File: config.mk
export PLATFORM = sky130hd
export DESIGN_NAME = cmt_trim_sleep
export DESIGN_NICKNAME = d
export VERILOG_FILES = /design/src/pkg/cmt_pkg.sv /design/src/logic/cmt_trim_sleep.sv
export VERILOG_INCLUDE_DIRS = /design/src /design/src/pkg
export SDC_FILE = /design/constraint.sdc
export NUM_CORES = 1
export LEC_CHECK = 0
export BUFFER_PORTS_ARGS = -buffer_cell sky130_fd_sc_hd__buf_2
export CORE_ASPECT_RATIO = 2
export CORE_MARGIN = 10
export CORE_UTILIZATION = 50
export CTS_BUF_LIST = sky130_fd_sc_hd__clkbuf_8
export DETAILED_ROUTE_END_ITERATION = 16
export PLACE_DENSITY = 0.87
export SYNTH_ARGS = -nofsm -noshare
export SYNTH_HDL_FRONTEND = slang
export SYNTH_SLANG_ARGS = --single-unit
File: constraint.sdc
create_clock -name clk_sys -period 3.17 [get_ports clk_sys]
set_clock_uncertainty 0.15 [all_clocks]
set_input_delay 0.4755 -clock clk_sys [delete_from_list [all_inputs] [get_ports clk_sys]]
set_output_delay 0.4755 -clock clk_sys [all_outputs]
set_load 0.01 [all_outputs]
File: src/pkg/cmt_map.svh
`ifndef CMT_MAP_SVH
`define CMT_MAP_SVH
// register addresses
`define CMT_ADDR_POWER_CONTROL_REGISTER   8'h05
`define CMT_ADDR_CELL5_TRIM  8'h15
`define CMT_ADDR_CELL6_TRIM  8'h16
`define CMT_ADDR_MSB_LOW     8'h17
`define CMT_ADDR_MSB_HIGH    8'h18
`define CMT_ADDR_REF_MSB     8'h1B
// power control fields
`define CMT_PWR_SLEEP_BIT    7
`define CMT_PWR_INHIBIT_BIT  6
`define CMT_PWR_RESET        8'h00
// unmapped reads
`define CMT_READ_DEFAULT     8'h00
`endif

File: src/pkg/cmt_pkg.sv
`default_nettype none
package cmt_pkg;
    typedef struct packed {
        logic       wr;
        logic [7:0] addr;
        logic [7:0] wdata;
    } cmt_req_t;

    typedef enum logic [1:0] {
        CMT_ACTIVE   = 2'b00,
        CMT_DRAIN    = 2'b01,
        CMT_ARMED    = 2'b10
    } cmt_state_t;

    // nonvolatile trim image: cell 5 and 6 low nibbles, top bits of cells 1 to 6, reference bits
    typedef struct packed {
        logic [3:0] c5_off_low;
        logic [3:0] c5_gain_low;
        logic [3:0] c6_off_low;
        logic [3:0] c6_gain_low;
        logic [5:0] off_top;
        logic [5:0] gain_top;
        logic       ref_off_b5;
        logic       ref_off_b4;
        logic       ref_gain_top;
    } cmt_trim_t;
endpackage
`default_nettype wire

File: src/logic/cmt_trim_sleep.sv
// Summary of operation
// cell 5 trim upper nibble holds low four offset bits
// cell 5 trim lower nibble holds low four gain bits
// cell 6 trim upper nibble holds low four offset bits
// cell 6 trim lower nibble holds low four gain bits
// first extension: cell 1 offset, gain, cell 2 offset, gain in bits 7..4
// second extension: offset then gain top bits of cells 3 to 6
// reference extension: offset bit5, offset bit4, gain top in bits 2..0
// host builds 6-bit signed reference offset from extension and low bits
// writing the sleep bit puts the device into shutdown
// wake stays disarmed until the regulator output reaches 0 V
// once armed, wake pin high brings the device out of shutdown
// sleep entered by writing one to bit 7 of power control
// sleep inhibit set makes the device ignore sleep requests
// trim registers read-only, return programmed contents, ignore writes
`include "cmt_map.svh"
`default_nettype none
module cmt_trim_sleep (
    // clock and reset
    input  wire logic              clk_sys,
    input  wire logic              rst,
    // register port
    input  wire cmt_pkg::cmt_req_t req,
    input  wire logic              req_valid,
    output logic [7:0]             rdata,
    // nonvolatile trim image
    input  wire cmt_pkg::cmt_trim_t trim,
    // analog status pins
    input  wire logic              regulator_zero,
    input  wire logic              wake_pin,
    // power state
    output logic                   shutdown,
    output logic                   wake_armed,
    output logic [7:0]             power_control
);
    import cmt_pkg::*;

    ////////////////////////////////////////////////////////////////
    logic [2:0] zero_sync_q;
    logic [2:0] wake_sync_q;
    logic       zero_q;
    logic       wake_q;
    logic [7:0] power_control_q;
    cmt_state_t state_q;
    logic       sleep_req;

    // one decode shared by the power control write logic and the checks
    function automatic logic port_hit(input cmt_req_t r, input logic valid, input logic wr,
                                      input logic [7:0] addr);
        return valid && (r.wr == wr) && (r.addr == addr);
    endfunction

    // pins: three stages, accept a change once stages two and three agree
    always_ff @(posedge clk_sys or posedge rst) begin
        if (rst) begin
            zero_sync_q <= 3'h0;
            wake_sync_q <= 3'h0;
        end else begin
            zero_sync_q <= {zero_sync_q[1:0], regulator_zero};
            wake_sync_q <= {wake_sync_q[1:0], wake_pin};
        end
    end

    always_ff @(posedge clk_sys or posedge rst) begin
        if (rst) begin
            zero_q <= 1'b0;
            wake_q <= 1'b0;
        end else begin
            if (zero_sync_q[2] == zero_sync_q[1])
                zero_q <= zero_sync_q[2];
            if (wake_sync_q[2] == wake_sync_q[1])
                wake_q <= wake_sync_q[2];
        end
    end

    ////////////////////////////////////////////////////////////////
    // power control register; sleep bit self-clears on wake
    assign sleep_req = port_hit(req, req_valid, 1'b1, `CMT_ADDR_POWER_CONTROL_REGISTER)
                       && req.wdata[`CMT_PWR_SLEEP_BIT]
                       && !req.wdata[`CMT_PWR_INHIBIT_BIT]
                       && !power_control_q[`CMT_PWR_INHIBIT_BIT];

    always_ff @(posedge clk_sys or posedge rst) begin
        if (rst) begin
            power_control_q <= `CMT_PWR_RESET;
        // a write in the wake cycle wins; the host rewrites the register after wake
        end else if (port_hit(req, req_valid, 1'b1, `CMT_ADDR_POWER_CONTROL_REGISTER)) begin
            power_control_q <= req.wdata;
            if (!sleep_req)
                power_control_q[`CMT_PWR_SLEEP_BIT] <= 1'b0;
        end else if (state_q == CMT_ARMED && wake_q) begin
            power_control_q[`CMT_PWR_SLEEP_BIT] <= 1'b0;
        end
    end

    ////////////////////////////////////////////////////////////////
    // shutdown sequence
    always_ff @(posedge clk_sys or posedge rst) begin
        if (rst) begin
            state_q <= CMT_ACTIVE;
        end else begin
            unique case (state_q)
                CMT_ACTIVE: begin
                    if (sleep_req)
                        state_q <= CMT_DRAIN;
                end
                CMT_DRAIN: begin
                    // regulator must be fully discharged before arming
                    if (zero_q)
                        state_q <= CMT_ARMED;
                end
                CMT_ARMED: begin
                    if (wake_q)
                        state_q <= CMT_ACTIVE;
                end
                default: state_q <= CMT_ACTIVE;
            endcase
        end
    end

    assign shutdown      = (state_q != CMT_ACTIVE);
    assign wake_armed    = (state_q == CMT_ARMED);
    assign power_control = power_control_q;

    ////////////////////////////////////////////////////////////////
    // read mux; trim addresses have no write path at all
    always_ff @(posedge clk_sys or posedge rst) begin
        if (rst) begin
            rdata <= `CMT_READ_DEFAULT;
        end else if (req_valid && !req.wr) begin
            case (req.addr)
                `CMT_ADDR_POWER_CONTROL_REGISTER:  rdata <= power_control_q;
                `CMT_ADDR_CELL5_TRIM: rdata <= {trim.c5_off_low, trim.c5_gain_low};
                `CMT_ADDR_CELL6_TRIM: rdata <= {trim.c6_off_low, trim.c6_gain_low};
                `CMT_ADDR_MSB_LOW:    rdata <= {trim.off_top[0], trim.gain_top[0],
                                                trim.off_top[1], trim.gain_top[1], 4'h0};
                `CMT_ADDR_MSB_HIGH:   rdata <= {trim.off_top[2], trim.gain_top[2],
                                                trim.off_top[3], trim.gain_top[3],
                                                trim.off_top[4], trim.gain_top[4],
                                                trim.off_top[5], trim.gain_top[5]};
                // upper reference offset bits feed the host's 6-bit value
                `CMT_ADDR_REF_MSB:    rdata <= {5'h00, trim.ref_off_b5,
                                                trim.ref_off_b4, trim.ref_gain_top};
                default:              rdata <= `CMT_READ_DEFAULT;
            endcase
        end
    end

    ////////////////////////////////////////////////////////////////
    // sleep sequence checks
    sleep_enter_a: assert property (@(posedge clk_sys) disable iff (rst)
        (state_q == CMT_ACTIVE && sleep_req) |=> state_q == CMT_DRAIN)
        else $error("sleep write did not start shutdown");
    bit_seven_a: assert property (@(posedge clk_sys) disable iff (rst)
        (state_q == CMT_ACTIVE && port_hit(req, req_valid, 1'b1, `CMT_ADDR_POWER_CONTROL_REGISTER)
            && req.wdata[`CMT_PWR_SLEEP_BIT] && !req.wdata[`CMT_PWR_INHIBIT_BIT]
            && !power_control_q[`CMT_PWR_INHIBIT_BIT])
        |=> shutdown && power_control_q[`CMT_PWR_SLEEP_BIT])
        else $error("sleep bit write ignored");
    bit_clear_a: assert property (@(posedge clk_sys) disable iff (rst)
        (state_q == CMT_ACTIVE && port_hit(req, req_valid, 1'b1, `CMT_ADDR_POWER_CONTROL_REGISTER)
            && !req.wdata[`CMT_PWR_SLEEP_BIT])
        |=> !shutdown && !power_control_q[`CMT_PWR_SLEEP_BIT])
        else $error("slept without sleep bit");
    inhibit_hold_a: assert property (@(posedge clk_sys) disable iff (rst)
        (state_q == CMT_ACTIVE && power_control_q[`CMT_PWR_INHIBIT_BIT]) |=> state_q == CMT_ACTIVE)
        else $error("slept while inhibited");
    inhibit_same_a: assert property (@(posedge clk_sys) disable iff (rst)
        (state_q == CMT_ACTIVE && port_hit(req, req_valid, 1'b1, `CMT_ADDR_POWER_CONTROL_REGISTER)
            && req.wdata[`CMT_PWR_INHIBIT_BIT]) |=> !shutdown)
        else $error("slept on inhibited write");
    drain_wait_a: assert property (@(posedge clk_sys) disable iff (rst)
        (state_q == CMT_DRAIN && !zero_q) |=> state_q == CMT_DRAIN)
        else $error("armed before discharge");
    no_early_wake_a: assert property (@(posedge clk_sys) disable iff (rst)
        ($past(state_q) == CMT_DRAIN) |-> state_q != CMT_ACTIVE)
        else $error("woke before arming");
    zero_agree_a: assert property (@(posedge clk_sys) disable iff (rst)
        (zero_sync_q[2] != zero_sync_q[1]) |=> $stable(zero_q))
        else $error("discharge level taken before stages agree");
    armed_hold_a: assert property (@(posedge clk_sys) disable iff (rst)
        (state_q == CMT_ARMED && !wake_q) |=> wake_armed && shutdown)
        else $error("left armed state without wake");
    armed_wake_a: assert property (@(posedge clk_sys) disable iff (rst)
        (state_q == CMT_ARMED && wake_q) |=> !shutdown)
        else $error("wake pin ignored");
    wake_clear_a: assert property (@(posedge clk_sys) disable iff (rst)
        (state_q == CMT_ARMED && wake_q && !port_hit(req, req_valid, 1'b1, `CMT_ADDR_POWER_CONTROL_REGISTER))
        |=> !power_control_q[`CMT_PWR_SLEEP_BIT])
        else $error("sleep bit left set after wake");
    wake_agree_a: assert property (@(posedge clk_sys) disable iff (rst)
        (wake_sync_q[2] != wake_sync_q[1]) |=> $stable(wake_q))
        else $error("wake level taken before stages agree");

    ////////////////////////////////////////////////////////////////
    // register read checks
    power_read_a: assert property (@(posedge clk_sys) disable iff (rst)
        port_hit(req, req_valid, 1'b0, `CMT_ADDR_POWER_CONTROL_REGISTER) |=> rdata == $past(power_control_q))
        else $error("power control read wrong");
    cell5_read_a: assert property (@(posedge clk_sys) disable iff (rst)
        port_hit(req, req_valid, 1'b0, `CMT_ADDR_CELL5_TRIM)
        |=> rdata == {$past(trim.c5_off_low), $past(trim.c5_gain_low)})
        else $error("cell 5 trim wrong");
    cell6_read_a: assert property (@(posedge clk_sys) disable iff (rst)
        port_hit(req, req_valid, 1'b0, `CMT_ADDR_CELL6_TRIM)
        |=> rdata == {$past(trim.c6_off_low), $past(trim.c6_gain_low)})
        else $error("cell 6 trim wrong");
    ext_low_a: assert property (@(posedge clk_sys) disable iff (rst)
        port_hit(req, req_valid, 1'b0, `CMT_ADDR_MSB_LOW)
        |=> rdata == {$past(trim.off_top[0]), $past(trim.gain_top[0]),
                      $past(trim.off_top[1]), $past(trim.gain_top[1]), 4'h0})
        else $error("low extension wrong");
    ext_high_a: assert property (@(posedge clk_sys) disable iff (rst)
        port_hit(req, req_valid, 1'b0, `CMT_ADDR_MSB_HIGH)
        |=> rdata == {$past(trim.off_top[2]), $past(trim.gain_top[2]),
                      $past(trim.off_top[3]), $past(trim.gain_top[3]),
                      $past(trim.off_top[4]), $past(trim.gain_top[4]),
                      $past(trim.off_top[5]), $past(trim.gain_top[5])})
        else $error("high extension wrong");
    ref_ext_a: assert property (@(posedge clk_sys) disable iff (rst)
        port_hit(req, req_valid, 1'b0, `CMT_ADDR_REF_MSB)
        |=> rdata == {5'h00, $past(trim.ref_off_b5), $past(trim.ref_off_b4), $past(trim.ref_gain_top)})
        else $error("reference extension wrong");
    trim_no_write_a: assert property (@(posedge clk_sys) disable iff (rst)
        (req_valid && req.wr) |=> $stable(rdata))
        else $error("write changed read data");
endmodule
`default_nettype wire

Word level (Yosys, flattened, before mapping):

Cells that the tools add are included.
W data, S select, Z words.

* bits in registers: 26
* latch bits: 0
* memory bits (writable): 0
* ROM bits: 0
* word-level logic and storage cells: 43
* memories kept: 0

* add/sub/neg operators: 0
* multiply operators: 0
* div/mod/pow operators: 0
* order comparisons: 0
* eq/ne operators: 13
* shifts and indexed selects: 0
* mux-type cells: 8
* bitwise logic cells: 0
* reduce and logical (&&, ||, !) cells: 14

Operators with widths (number)
* $pmux W8 S6: 1
* $eq A8 B5 Y1 const B: 5
* $eq A8 B3 Y1 const B: 1
* $logic_and A1 B1 Y1: 7
* $mux W2: 3
* $pmux W2 S3: 1
* $ne A2 B2 Y1 const B: 2
* $reduce_bool A2 Y1: 2
* $logic_not A1 Y1: 3
* $mux W1: 3
* $reduce_and A3 Y1: 1
* $eq A1 B1 Y1: 2
* $eq A2 B1 Y1 const B: 1
* $eq A2 B2 Y1 const B: 1
* $logic_not A2 Y1: 1
* $ne A2 B1 Y1 const B: 1

Logic depth before layout (Yosys ltp):

Gate-level depths: netlist of the first run.

* depth in word-level cells: 7
* mapped depth: 7
* mapped depth without buffers: 4

Worst setup path before layout of the first run:

OpenSTA, ideal clock, no wires.

* path kind: input to register
* start point: input req[13] (netlist name)
* end point: register power_control_q[3] (netlist: power_control[3])
* library setup time: 125 ps
* arrival: 1821 ps
* path slack: 1074 ps
* stages on the path: 5
* path buffers: 2
* path through: or3_1 -> buf_6 -> nor4_4 -> buf_6 -> mux2_2

* longest elaborated chain between the ends: 2

RTL lines
* from (decl): line cmt_trim_sleep.sv:23 `input wire cmt_pkg::cmt_req_t req,`
* $eq A8 B3 Y1: line cmt_trim_sleep.sv:50 `return valid && (r.wr == wr) && (r.addr == addr);`
* $logic_and A1 B1 Y1: line cmt_trim_sleep.sv:50
* to (signal assigned): line cmt_trim_sleep.sv:85 `` power_control_q <= `CMT_PWR_RESET; ``
* to (signal assigned): line cmt_trim_sleep.sv:88 `power_control_q <= req.wdata;`
* to (decl): line cmt_trim_sleep.sv:43 `logic [7:0] power_control_q;`

No other way between the ends.
A chain may end at the register's enable or synchronous reset.

Worst setup path in the final report of the first run:

* start point: input req[8] (netlist name)
* end point: register power_control_q[1] (netlist: power_control[1])

The elaborated chain is that of the path after synthesis.

==> run metrics, run 1 <==
status completed; post-synth top area cell dfrtp_1; RSZ-0062 raised after global routing no; Slew @ Worst Pin approximately 0.96 ns; asr flop ratio synth 100%; Worst EP required approximately 3.2 ns; HP Class primary input to flop; GPL Wtd Cong 0.796; routed length per instance around 18 um; post-CTS sizing 0; Die ar. 5450 um2; Synth Cell Area between 1000 and 1500 um2; WS Path Type primary input to flop; vias in the first global route ~1.4k; initial antenna violation count 0; number of remaining DRC errors 0; Layout Area Growth over Synthesis 28.7%; CTS tree built; Root Buffer clkbuf_8; layout cell share with drive strength beyond 1 41.9%; Mapped Cells roughly 140; first-pass GRT wire length ~6.5 mm; startpoint types primary input; Rows 27; syn nets 191; Slew Viols, Final 0; dpl hpwl about 3.3 mm; CP Capture Type flop; GRT Overall Usage roughly 15%; final WL between 4 and 5 mm; PwrDens ~420 nW/um2; Clk pin slew, worst setup/hold paths 0.09 ns; number of port buffers 70; leakage between 0.9 and 1 nW; part of the cycle the worst path needs between 60% and 70%; Worst IR Drop VDD approximately 0.37 mV; vias roughly 1.3k; most common cell in the netlist dfrtp_1; Die X 57.5 um; critical-path maximum fanout 16; IO Count 71; Initial Util 51.3%; EDFF count, synth 0; initial drt markers 46; Final Cell Area 1810 um2; gr ovfl total 0; Max-Cap Viols 0; slew margin rel. a little over a third; Post-Place Cell Area 1730 um2; fillers around 250; Synth Warn # 0; CTS HTree Levels 1; top area cells in the synthesized netlist dfrtp_1 46%, a221o_1 5.7%, o21ai_0 5.4%; ANT cells 0; Core Area roughly 2700 um2; Setup Buffers After CTS 0; maximum operating frequency 465 MHz; flops & latches, synth 26; worst-case clock buffer depth 2; nets roughly 260; top_reg_cell synth dfrtp_1; Vias/cell 5.66; post-synth top area share between 40% and 50%; Die H around 95 um; Final TNS setup 0 ns; Distinct cells, synth 36; Finish-stage setup viols 0; CTS Hold Bufs 0; sequential share of the synthesized area a little under half; Period minus WS final between 2 and 2.5 ns; Routed Antenna Nets 0; Worst-Skew Late Latency about 0.27 ns; Crit path arrival time ~2.2 ns; final core occ about 66%; clock sinks 26; Hold Vio Cnt, Final 0; pin count of the biggest net entering global routing 27; DR pass1 iterations 4; Post-synth top cells 26 x dfrtp_1, 15 x o21ai_0, 12 x nand2_1, 9 x inv_1, 8 x a221o_1; syn_area_per_cell 10.2 um2; Inserted Clock Buffers 3
==> where the power goes <==
group	total, mW	leakage [nW]	internal, mW	switching (mW)
Clock	0.274	0.0357	0.169	0.105
Sequential	0.360	0.320	0.349	0.0108
Combinational	0.117	0.564	0.0541	0.0632
==> cell usage in the layout (no fill, tap or decap), drive strengths merged, types with 5 or more instances in the layout <==
cell type / count
a221o: 8
buf: 70
dfrtp: 26
inv: 9
nand2: 12
nand2b: 5
nor2: 7
nor4: 5
o21ai: 15
==> area by class of cell <==
| class | count | area [um2] | share of cell area, % |
|---|---|---|---|
| Clock buffer | 3 | 41.3 | 2.29 |
| Sequential cell | 26 | 651 | 36.0 |
| Clock inverter | 1 | 30.0 | 1.66 |
| Multi-Input combinational cell | 94 | 663 | 36.7 |
| Tap cell | 29 | 36.3 | 2.01 |
| Timing Repair Buffer | 70 | 350 | 19.4 |
| Inverter | 9 | 33.8 | 1.87 |
==> flip-flops by register name, indices dropped and copies added, names as in the netlist <==
name           count
rdata              8
zero_q             1
zero_sync_q        3
state_q            2
wake_q             1
wake_sync_q        3
power_control      8
==> kinds of logic after synthesis <==
family | share of synthesized area, %
AND/OR/NAND/NOR | 19.6
adder cells (fa/ha/maj) | 1.43
XOR/XNOR | 0.625
flip-flops | 46.4
AO/OA/AOI/OAI | 19.5
multiplexers | 6.07
buffers and inverters | 6.33
==> through the flow <==
step | cells | setup slack [ns] | hold WS, ns | power (mW)
6_report | 232 | 1.02 | 0.152 | 0.751
2_1_floorplan | 138 | 1.07 | 0.181 | 0.427
3_5_place_dp | 228 | 0.734 | 0.191 | 0.485
4_1_cts | 232 | 1.01 | 0.147 | 0.756
5_1_grt | 232 | 0.859 | 0.140 | 0.781
3_3_place_gp | 228 | 0.781 | 0.182 | 0.482
==> worst max-delay path, stage by stage <==
cell	delay, ns
buf_2	0.27
nand3b_1	0.31
nor4_4	0.70
mux2_2	0.40
==> path summary, 6_finish.rpt <==
path / cells after the start / to / slack, ns / startpoint
hold / removal: 1 / wake_sync_q[0] / 0.15 / wake_pin
setup / recovery: 4 / power_control[1] / 1.02 / req[8]
setup reg to reg: 4 / rdata[7] / 1.84 / power_control[7]
hold reg to reg: 0 / wake_sync_q[1] / 0.21 / wake_sync_q[0]
min in group asynchronous: 2 / wake_q / 0.26 / rst
max in group asynchronous: 2 / power_control[6] / 2.03 / rst
==> layer usage <==
| layer | track usage [%] | wire length (um) | up-vias |
|---|---|---|---|
| met2 | 27.2 | 2270 | 48 |
| met4 | 6.50 | 97 | 0 |
| met1 | 14.4 | 1460 | 618 |
| met3 | 4.44 | 278 | 9 |
| li1 | - | - | 639 |
| met5 | 0 | 0 | - |
Note: power is estimated with default switching activity, not from simulation.
==> inputs of run 2 (changes only) <==
--- a/config.mk
+++ b/config.mk
@@ -6,13 +6,14 @@
 export SDC_FILE = /design/constraint.sdc
 export NUM_CORES = 1
 export LEC_CHECK = 0
+export ABC_AREA = 1
 export BUFFER_PORTS_ARGS = -buffer_cell sky130_fd_sc_hd__buf_2
 export CORE_ASPECT_RATIO = 2
 export CORE_MARGIN = 10
-export CORE_UTILIZATION = 50
+export CORE_UTILIZATION = 47
 export CTS_BUF_LIST = sky130_fd_sc_hd__clkbuf_8
 export DETAILED_ROUTE_END_ITERATION = 16
-export PLACE_DENSITY = 0.87
+export PLACE_DENSITY = 0.81
 export SYNTH_ARGS = -nofsm -noshare
 export SYNTH_HDL_FRONTEND = slang
 export SYNTH_SLANG_ARGS = --single-unit
==> constraint.sdc (replaced) <==
create_clock -name clk_sys -period 2.2 [get_ports clk_sys]
set_clock_uncertainty 0.15 [all_clocks]
set_input_delay 0.33 -clock clk_sys [delete_from_list [all_inputs] [get_ports clk_sys]]
set_output_delay 0.33 -clock clk_sys [all_outputs]
set_load 0.01 [all_outputs]
==> run 2 against run 1 <==
Setup slack got worse by 0.32 ns. Die area increased by 7.7%. Wire length decreased by 0.32%. Combinational power increased by 9%. Sequential share of layout area decreased by 2.2 points. Via count increased by 15%. Clock-buffer cell count unchanged. First-iteration DRC count unchanged.
==> run metrics, run 2 <==
Switching Share 22.1%; Worst IR Drop VDD between 0.4 and 0.5 mV; GRT Overall Usage between 10 and 15%; syn_area_per_cell 7.09 um2; number of port buffers 70; first-pass GRT wire length between 7 and 8 mm; total power approximately 1.0 mW; ANT cells 0; combinational share of power 12.4%; Mapped Cells 206; number of remaining DRC errors 0; Slew Viols, Final 0; RSZ-0062 raised after global routing no; routed length per instance between 10 and 15 um; vias between 1.5k and 2k; asr flop ratio synth 100%; part of the cycle the worst path needs approximately two thirds; most common cell in the netlist nand2_1; initial antenna violation count 0; Synth Cell Area between 1000 and 1500 um2; Crit path arrival time between 1.5 and 2 ns; post-route insts no fill 311; Distinct cells, synth 17; WS Path Type primary input to flop; CP Capture Type flop; CTS tree built; register-to-register path setup slack between 1 and 1.5 ns; worst-case clock buffer depth 2; leakage approximately 1.2 nW; Core Area 2980 um2; Psw about 230 uW; GPL Wtd Cong a little over 0.9; final critical-path setup slack approximately 0.70 ns; status completed; Max-Cap Viols 0; Slew @ Worst Pin 0.524 ns; final WL 4.09 mm; post-synth top area share between 40% and 50%; Vias/cell approximately 4.9; DR pass1 iterations 4; Synth Warn # 0; hold slack around 0.008 ns; Finish-stage setup viols 0; post-synth top area cell dfrtp_1; sequential share of the synthesized area 44.6%; dpl hpwl around 3.4 mm; slew margin rel. ~65%; Die X between 50 and 60 um; gr ovfl total 0; critical-path maximum fanout 26; Final TNS setup 0 ns; Post-synth top cells 77 x nand2_1, 32 x nand3_1, 26 x dfrtp_1, 26 x inv_1, 21 x nor2_1; vias in the first global route 1657; Die ar. just under 6000 um2; nets 335; maximum operating frequency 665 MHz; most frequent cells in the layout 77 x nand2_1, 70 x buf_2, 32 x nand3_1, 26 x inv_1, 26 x dfrtp_1; Hold Vio Cnt, Final 0; Post-Place Cell Area 1830 um2; Pint between 700 and 800 uW; top_reg_cell synth dfrtp_1; HP Class primary input to flop; top area cells in the synthesized netlist dfrtp_1 45%, nand2_1 20%, nand3_1 11%; flops & latches, synth 26; Period minus WS final 1.50 ns; leading cell type in the layout, fill and taps excluded nand2_1; placed insts 305; Worst-Skew Late Latency approximately 0.27 ns; layout cell share with drive strength beyond 1 about a third; Seq pwr share between 40% and 50%; Inserted Clock Buffers 3; post-CTS sizing 0; pin count of the biggest net entering global routing 27; clock sinks 26; Place WS approximately 0.42 ns; Layout Area Growth over Synthesis 31.8%; Final Cell Area roughly 1900 um2; CTS HTree Levels 1; Clk pin slew, worst setup/hold paths ~0.09 ns; Worst EP required between 2 and 2.5 ns; Root Buffer clkbuf_8; fillers around 290; Initial Util approximately half; Routed Antenna Nets 0; final core occ approximately 65%; syn nets 259; EDFF count, synth 0; IO Count slightly above 70; initial drt markers 46; startpoint types primary input; Rows 28; PwrDens around 530 nW/um2; Die H approximately 100 um; clock power share 37.8%
[run 2: changes by cell type in the layout (fill, tap and decap cells not counted), moves of 4 or more]
| cell | before | now |
|---|---|---|
| mux2i_1 | 4 | 0 |
| nor4_1 | 4 | 0 |
| nor2_1 | 6 | 21 |
| a221o_1 | 8 | 0 |
| a32oi_1 | 4 | 0 |
| o21ai_0 | 15 | 2 |
| nand2b_1 | 5 | 0 |
| inv_1 | 9 | 26 |
| a31oi_1 | 4 | 0 |
| nand2_1 | 12 | 77 |
| mux2_2 | 4 | 0 |
| nand3_1 | 1 | 32 |
[run 2: cell type report]
| cell class | count | area [um2] | share of cell area, % |
|---|---|---|---|
| well taps | 30 | 37.5 | 1.95 |
| repair buffers | 75 | 393 | 20.4 |
| multi-input cells | 147 | 663 | 34.5 |
| flip-flops and latches | 26 | 651 | 33.8 |
| inverters | 29 | 109 | 5.66 |
| clock buffers | 3 | 41.3 | 2.15 |
| clock inverters | 1 | 30.0 | 1.56 |
[run 2: path summary, 6_finish.rpt]
path | from | to | depth (start not counted)
worst max-delay path | req[13] | rdata[7] | 10
worst min-delay path | wake_pin | wake_sync_q[0] | 1
worst max register to register | power_control[3] | rdata[3] | 4
worst min register to register | zero_sync_q[0] | zero_sync_q[1] | 0
max in group asynchronous | rst | rdata[0] | 4
min in group asynchronous | rst | wake_sync_q[2] | 4
[run 2: cells by family (layout without fill, tap and decap cells)]
family / Yosys count / after routing / share of synthesized area, %
adders and majority gates: 2 / 2 / 1.37
AOI/OAI and AO/OA: 6 / 6 / 2.74
and+or+nand+nor: 139 / 139 / 41.3
buffers and inverters: 33 / 108 / 10.0
DFF: 26 / 26 / 44.6
[run 2: what timing repair did]
item | in CTS | in global routing
hold buffers | 1 | 1
hold endpoints to repair | 26 | 1
buffers inserted | 0 | 0
[run 2: power by group through the flow]
stage / clock network (mW) / logic [mW] / registers, mW
4_1_cts: 0.395 / 0.127 / 0.512
6_report: 0.389 / 0.127 / 0.511
3_5_place_dp: 0 / 0.125 / 0.521
3_3_place_gp: 0 / 0.125 / 0.519
5_1_grt: 0.414 / 0.143 / 0.514
2_1_floorplan: 0 / 0.0509 / 0.523
[run 2: metal layers]
metal / GRT usage [%] / up-vias / share of wire (%)
met1: 14.5 / 656 / 37
li1: - / 781 / -
met5: 0 / - / 0
met4: 9.41 / 0 / 5.9
met2: 25.2 / 59 / 51
met3: 4.24 / 18 / 6.9
[run 2: worst max-delay path: stages]
cell,delay [ns]
buf_2,0.10
inv_1,0.05
nand2_1,0.08
nor2_4,0.44
nand2_1,0.19
nor2_1,0.12
nor2_1,0.06
nand2_1,0.05
nand2_1,0.06
nand2_1,0.08
==> inputs of run 3 (changes only) <==
--- a/config.mk
+++ b/config.mk
@@ -6,14 +6,14 @@
 export SDC_FILE = /design/constraint.sdc
 export NUM_CORES = 1
 export LEC_CHECK = 0
-export ABC_AREA = 1
+export ABC_AREA = 0
 export BUFFER_PORTS_ARGS = -buffer_cell sky130_fd_sc_hd__buf_2
 export CORE_ASPECT_RATIO = 2
 export CORE_MARGIN = 10
-export CORE_UTILIZATION = 47
+export CORE_UTILIZATION = 42
 export CTS_BUF_LIST = sky130_fd_sc_hd__clkbuf_8
 export DETAILED_ROUTE_END_ITERATION = 16
-export PLACE_DENSITY = 0.81
+export PLACE_DENSITY = 0.78
 export SYNTH_ARGS = -nofsm -noshare
 export SYNTH_HDL_FRONTEND = slang
 export SYNTH_SLANG_ARGS = --single-unit
==> constraint.sdc (replaced) <==
create_clock -name clk_sys -period 1.3 [get_ports clk_sys]
set_clock_uncertainty 0.15 [all_clocks]
set_input_delay 0.195 -clock clk_sys [delete_from_list [all_inputs] [get_ports clk_sys]]
set_output_delay 0.195 -clock clk_sys [all_outputs]
set_load 0.01 [all_outputs]
==> run 3 against run 2 <==
The run now ends with setup timing left. Non-clock buffer count grew 32. First-iteration DRC count shrank 39%. Worst hold slack lost 0.0031 ns. Die area grew 5.4%. Clock power grew 71%. Combinational power grew to 3.0 times the previous value. Register-to-register slack lost 1.0 ns. Via count shrank 2.7%. Largest power group unchanged.
==> run metrics, run 3 (same netlist as run 1, synthesis figures left out) <==
leading cell type in the layout, fill and taps excluded buf_2; Period minus WS final 1.41 ns; register-to-register path setup slack 0.09 ns; clock power share about a third; GPL Wtd Cong 0.820; Crit-path slowest cell or3_4; combinational share of power 19.7%; Final TNS setup -1.15 ns; nets ~300; number of port buffers 70; vias around 1.5k; Slew Viols, Final 0; PwrDens 852 nW/um2; IO Count 71; violated checks setup timing; Seq pwr share about 46%; routed length per instance about 17 um; part of the cycle the worst path needs 109%; startpoint types primary input; Crit path arrival time around 1.5 ns; most frequent cells in the layout 64 x buf_2, 26 x buf_4, 26 x dfrtp_1, 12 x nand2_1, 10 x buf_6; WHS Path Cells 2; fillers around 260; Slew @ Worst Pin approximately 0.54 ns; CTS HTree Levels 1; DR pass1 iterations 4; maximum operating frequency 708 MHz; Vias/cell roughly 5.4; RSZ-0062 raised after global routing yes; Psw 462 uW; first-pass GRT wire length around 7.2 mm; worst path cell trace buf_6, or3_4, buf_6, nor3_4, buf_6, a32oi_2, a21oi_1; slowest stage delay, CP 0.40 ns; clock sinks 26; Place WS -0.461 ns; Pint 1.46 mW; WS Path Type primary input to flop; critical-path maximum fanout 6; Worst-Skew Late Latency about 0.27 ns; CP Buf/Inv Count 3; number of remaining DRC errors 0; slew margin rel. 63.6%; leakage between 1 and 1.5 nW; Die H roughly 100 um; Die ar. approximately 6200 um2; initial antenna violation count 1; dpl hpwl approximately 3.7 mm; Root Buffer clkbuf_8; Hold Vio Cnt, Final 0; Finish-stage setup viols 16; Core Area 3190 um2; HP Class primary input to flop; R2R cell count 4; CP Capture Type flop; Crit path depth 7; Switching Share 24.0%; Routed Antenna Nets 0; GRT Overall Usage 14.7%; final critical-path setup slack -0.112 ns; status finished, violations left; CTS tree built; Clk pin slew, worst setup/hold paths approximately 0.09 ns; initial drt markers 28; layout cell share with drive strength beyond 1 a little over half; Layout Area Growth over Synthesis 60.8%; Max-Cap Viols 0; vias in the first global route 1613; critical path's most frequent cell buf_6; pin count of the biggest net entering global routing 27; Rows 29; Initial Util a little over two fifths; CP top delay family simple AND/OR/NAND/NOR gates; Inserted Clock Buffers 3; final WL approximately 4.7 mm; Worst IR Drop VDD around 0.85 mV; Die X 60.9 um; Worst EP required roughly 1.3 ns; worst-case clock buffer depth 2; gr ovfl total 0
## run 3: cell types whose count changed in the layout (fill, tap and decap cells not counted), moves of 5 or more
cell and change:
nor2_1 -15, nand2_1 -65, nand2b_1 +5, a221o_1 +8, o21ai_0 +6, buf_2 -6
buf_6 +10, buf_4 +23, nand3_1 -32, inv_1 -17
## run 3: layout make-up
type | count | area, um2 | area share (%)
inverter | 9 | 33.8 | 1.50
antenna | 1 | 2.50 | 0.111
sequential | 26 | 651 | 28.8
multi-input combinational | 94 | 763 | 33.8
clock inverter | 1 | 30.0 | 1.33
clock buffer | 3 | 41.3 | 1.83
timing repair buffer | 107 | 696 | 30.8
tap | 31 | 38.8 | 1.72
## run 3: power groups by stage
stage	Clock [mW]	Sequential, mW	Combinational [mW]
after floorplan	0	0.903	0.149
after global placement	0	0.892	0.331
after detailed placement	0	0.892	0.340
after CTS	0.663	0.876	0.370
after global routing	0.699	0.885	0.416
final	0.664	0.878	0.379
## run 3: metal layers
metal / track usage, % / vias to the layer above / routed length, um
met4: 4.75 / 0 / 131
met1: 14.3 / 697 / 1600
met3: 3.26 / 10 / 285
li1: - / 719 / -
met2: 28.3 / 47 / 2680
met5: 0 / - / 0
## run 3: final timing paths
path	from	to
worst max-delay path	req[13]	rdata[2]
worst min-delay path	req[3]	power_control[3]
worst max register to register	power_control[6]	rdata[6]
worst min register to register	wake_sync_q[0]	wake_sync_q[1]
max in group asynchronous	rst	rdata[3]
min in group asynchronous	rst	wake_sync_q[0]
## run 3: what timing repair did
action | CTS | global route
setup buffers | 5 | 3
endpoints found under the setup margin | 17 | 17
cloned | 0 | 0
endpoints found under the hold margin | 31 | 0
hold buffers | 6 | 0
pin swaps | 10 | 12
resized for setup | 26 | 12
## run 3: stage by stage
step	hold WS (ns)	cells	util (%)	area [um2]	total power, mW
after floorplan	0.0764	138	-	1450	1.05
after CTS	0.00344	269	68.3	2180	1.91
after detailed placement	0.112	254	60.3	1930	1.23
final	0.00489	272	70.7	2260	1.92
after global placement	0.104	254	60.3	1930	1.22
after global routing	0.00129	272	70.7	2260	2.00
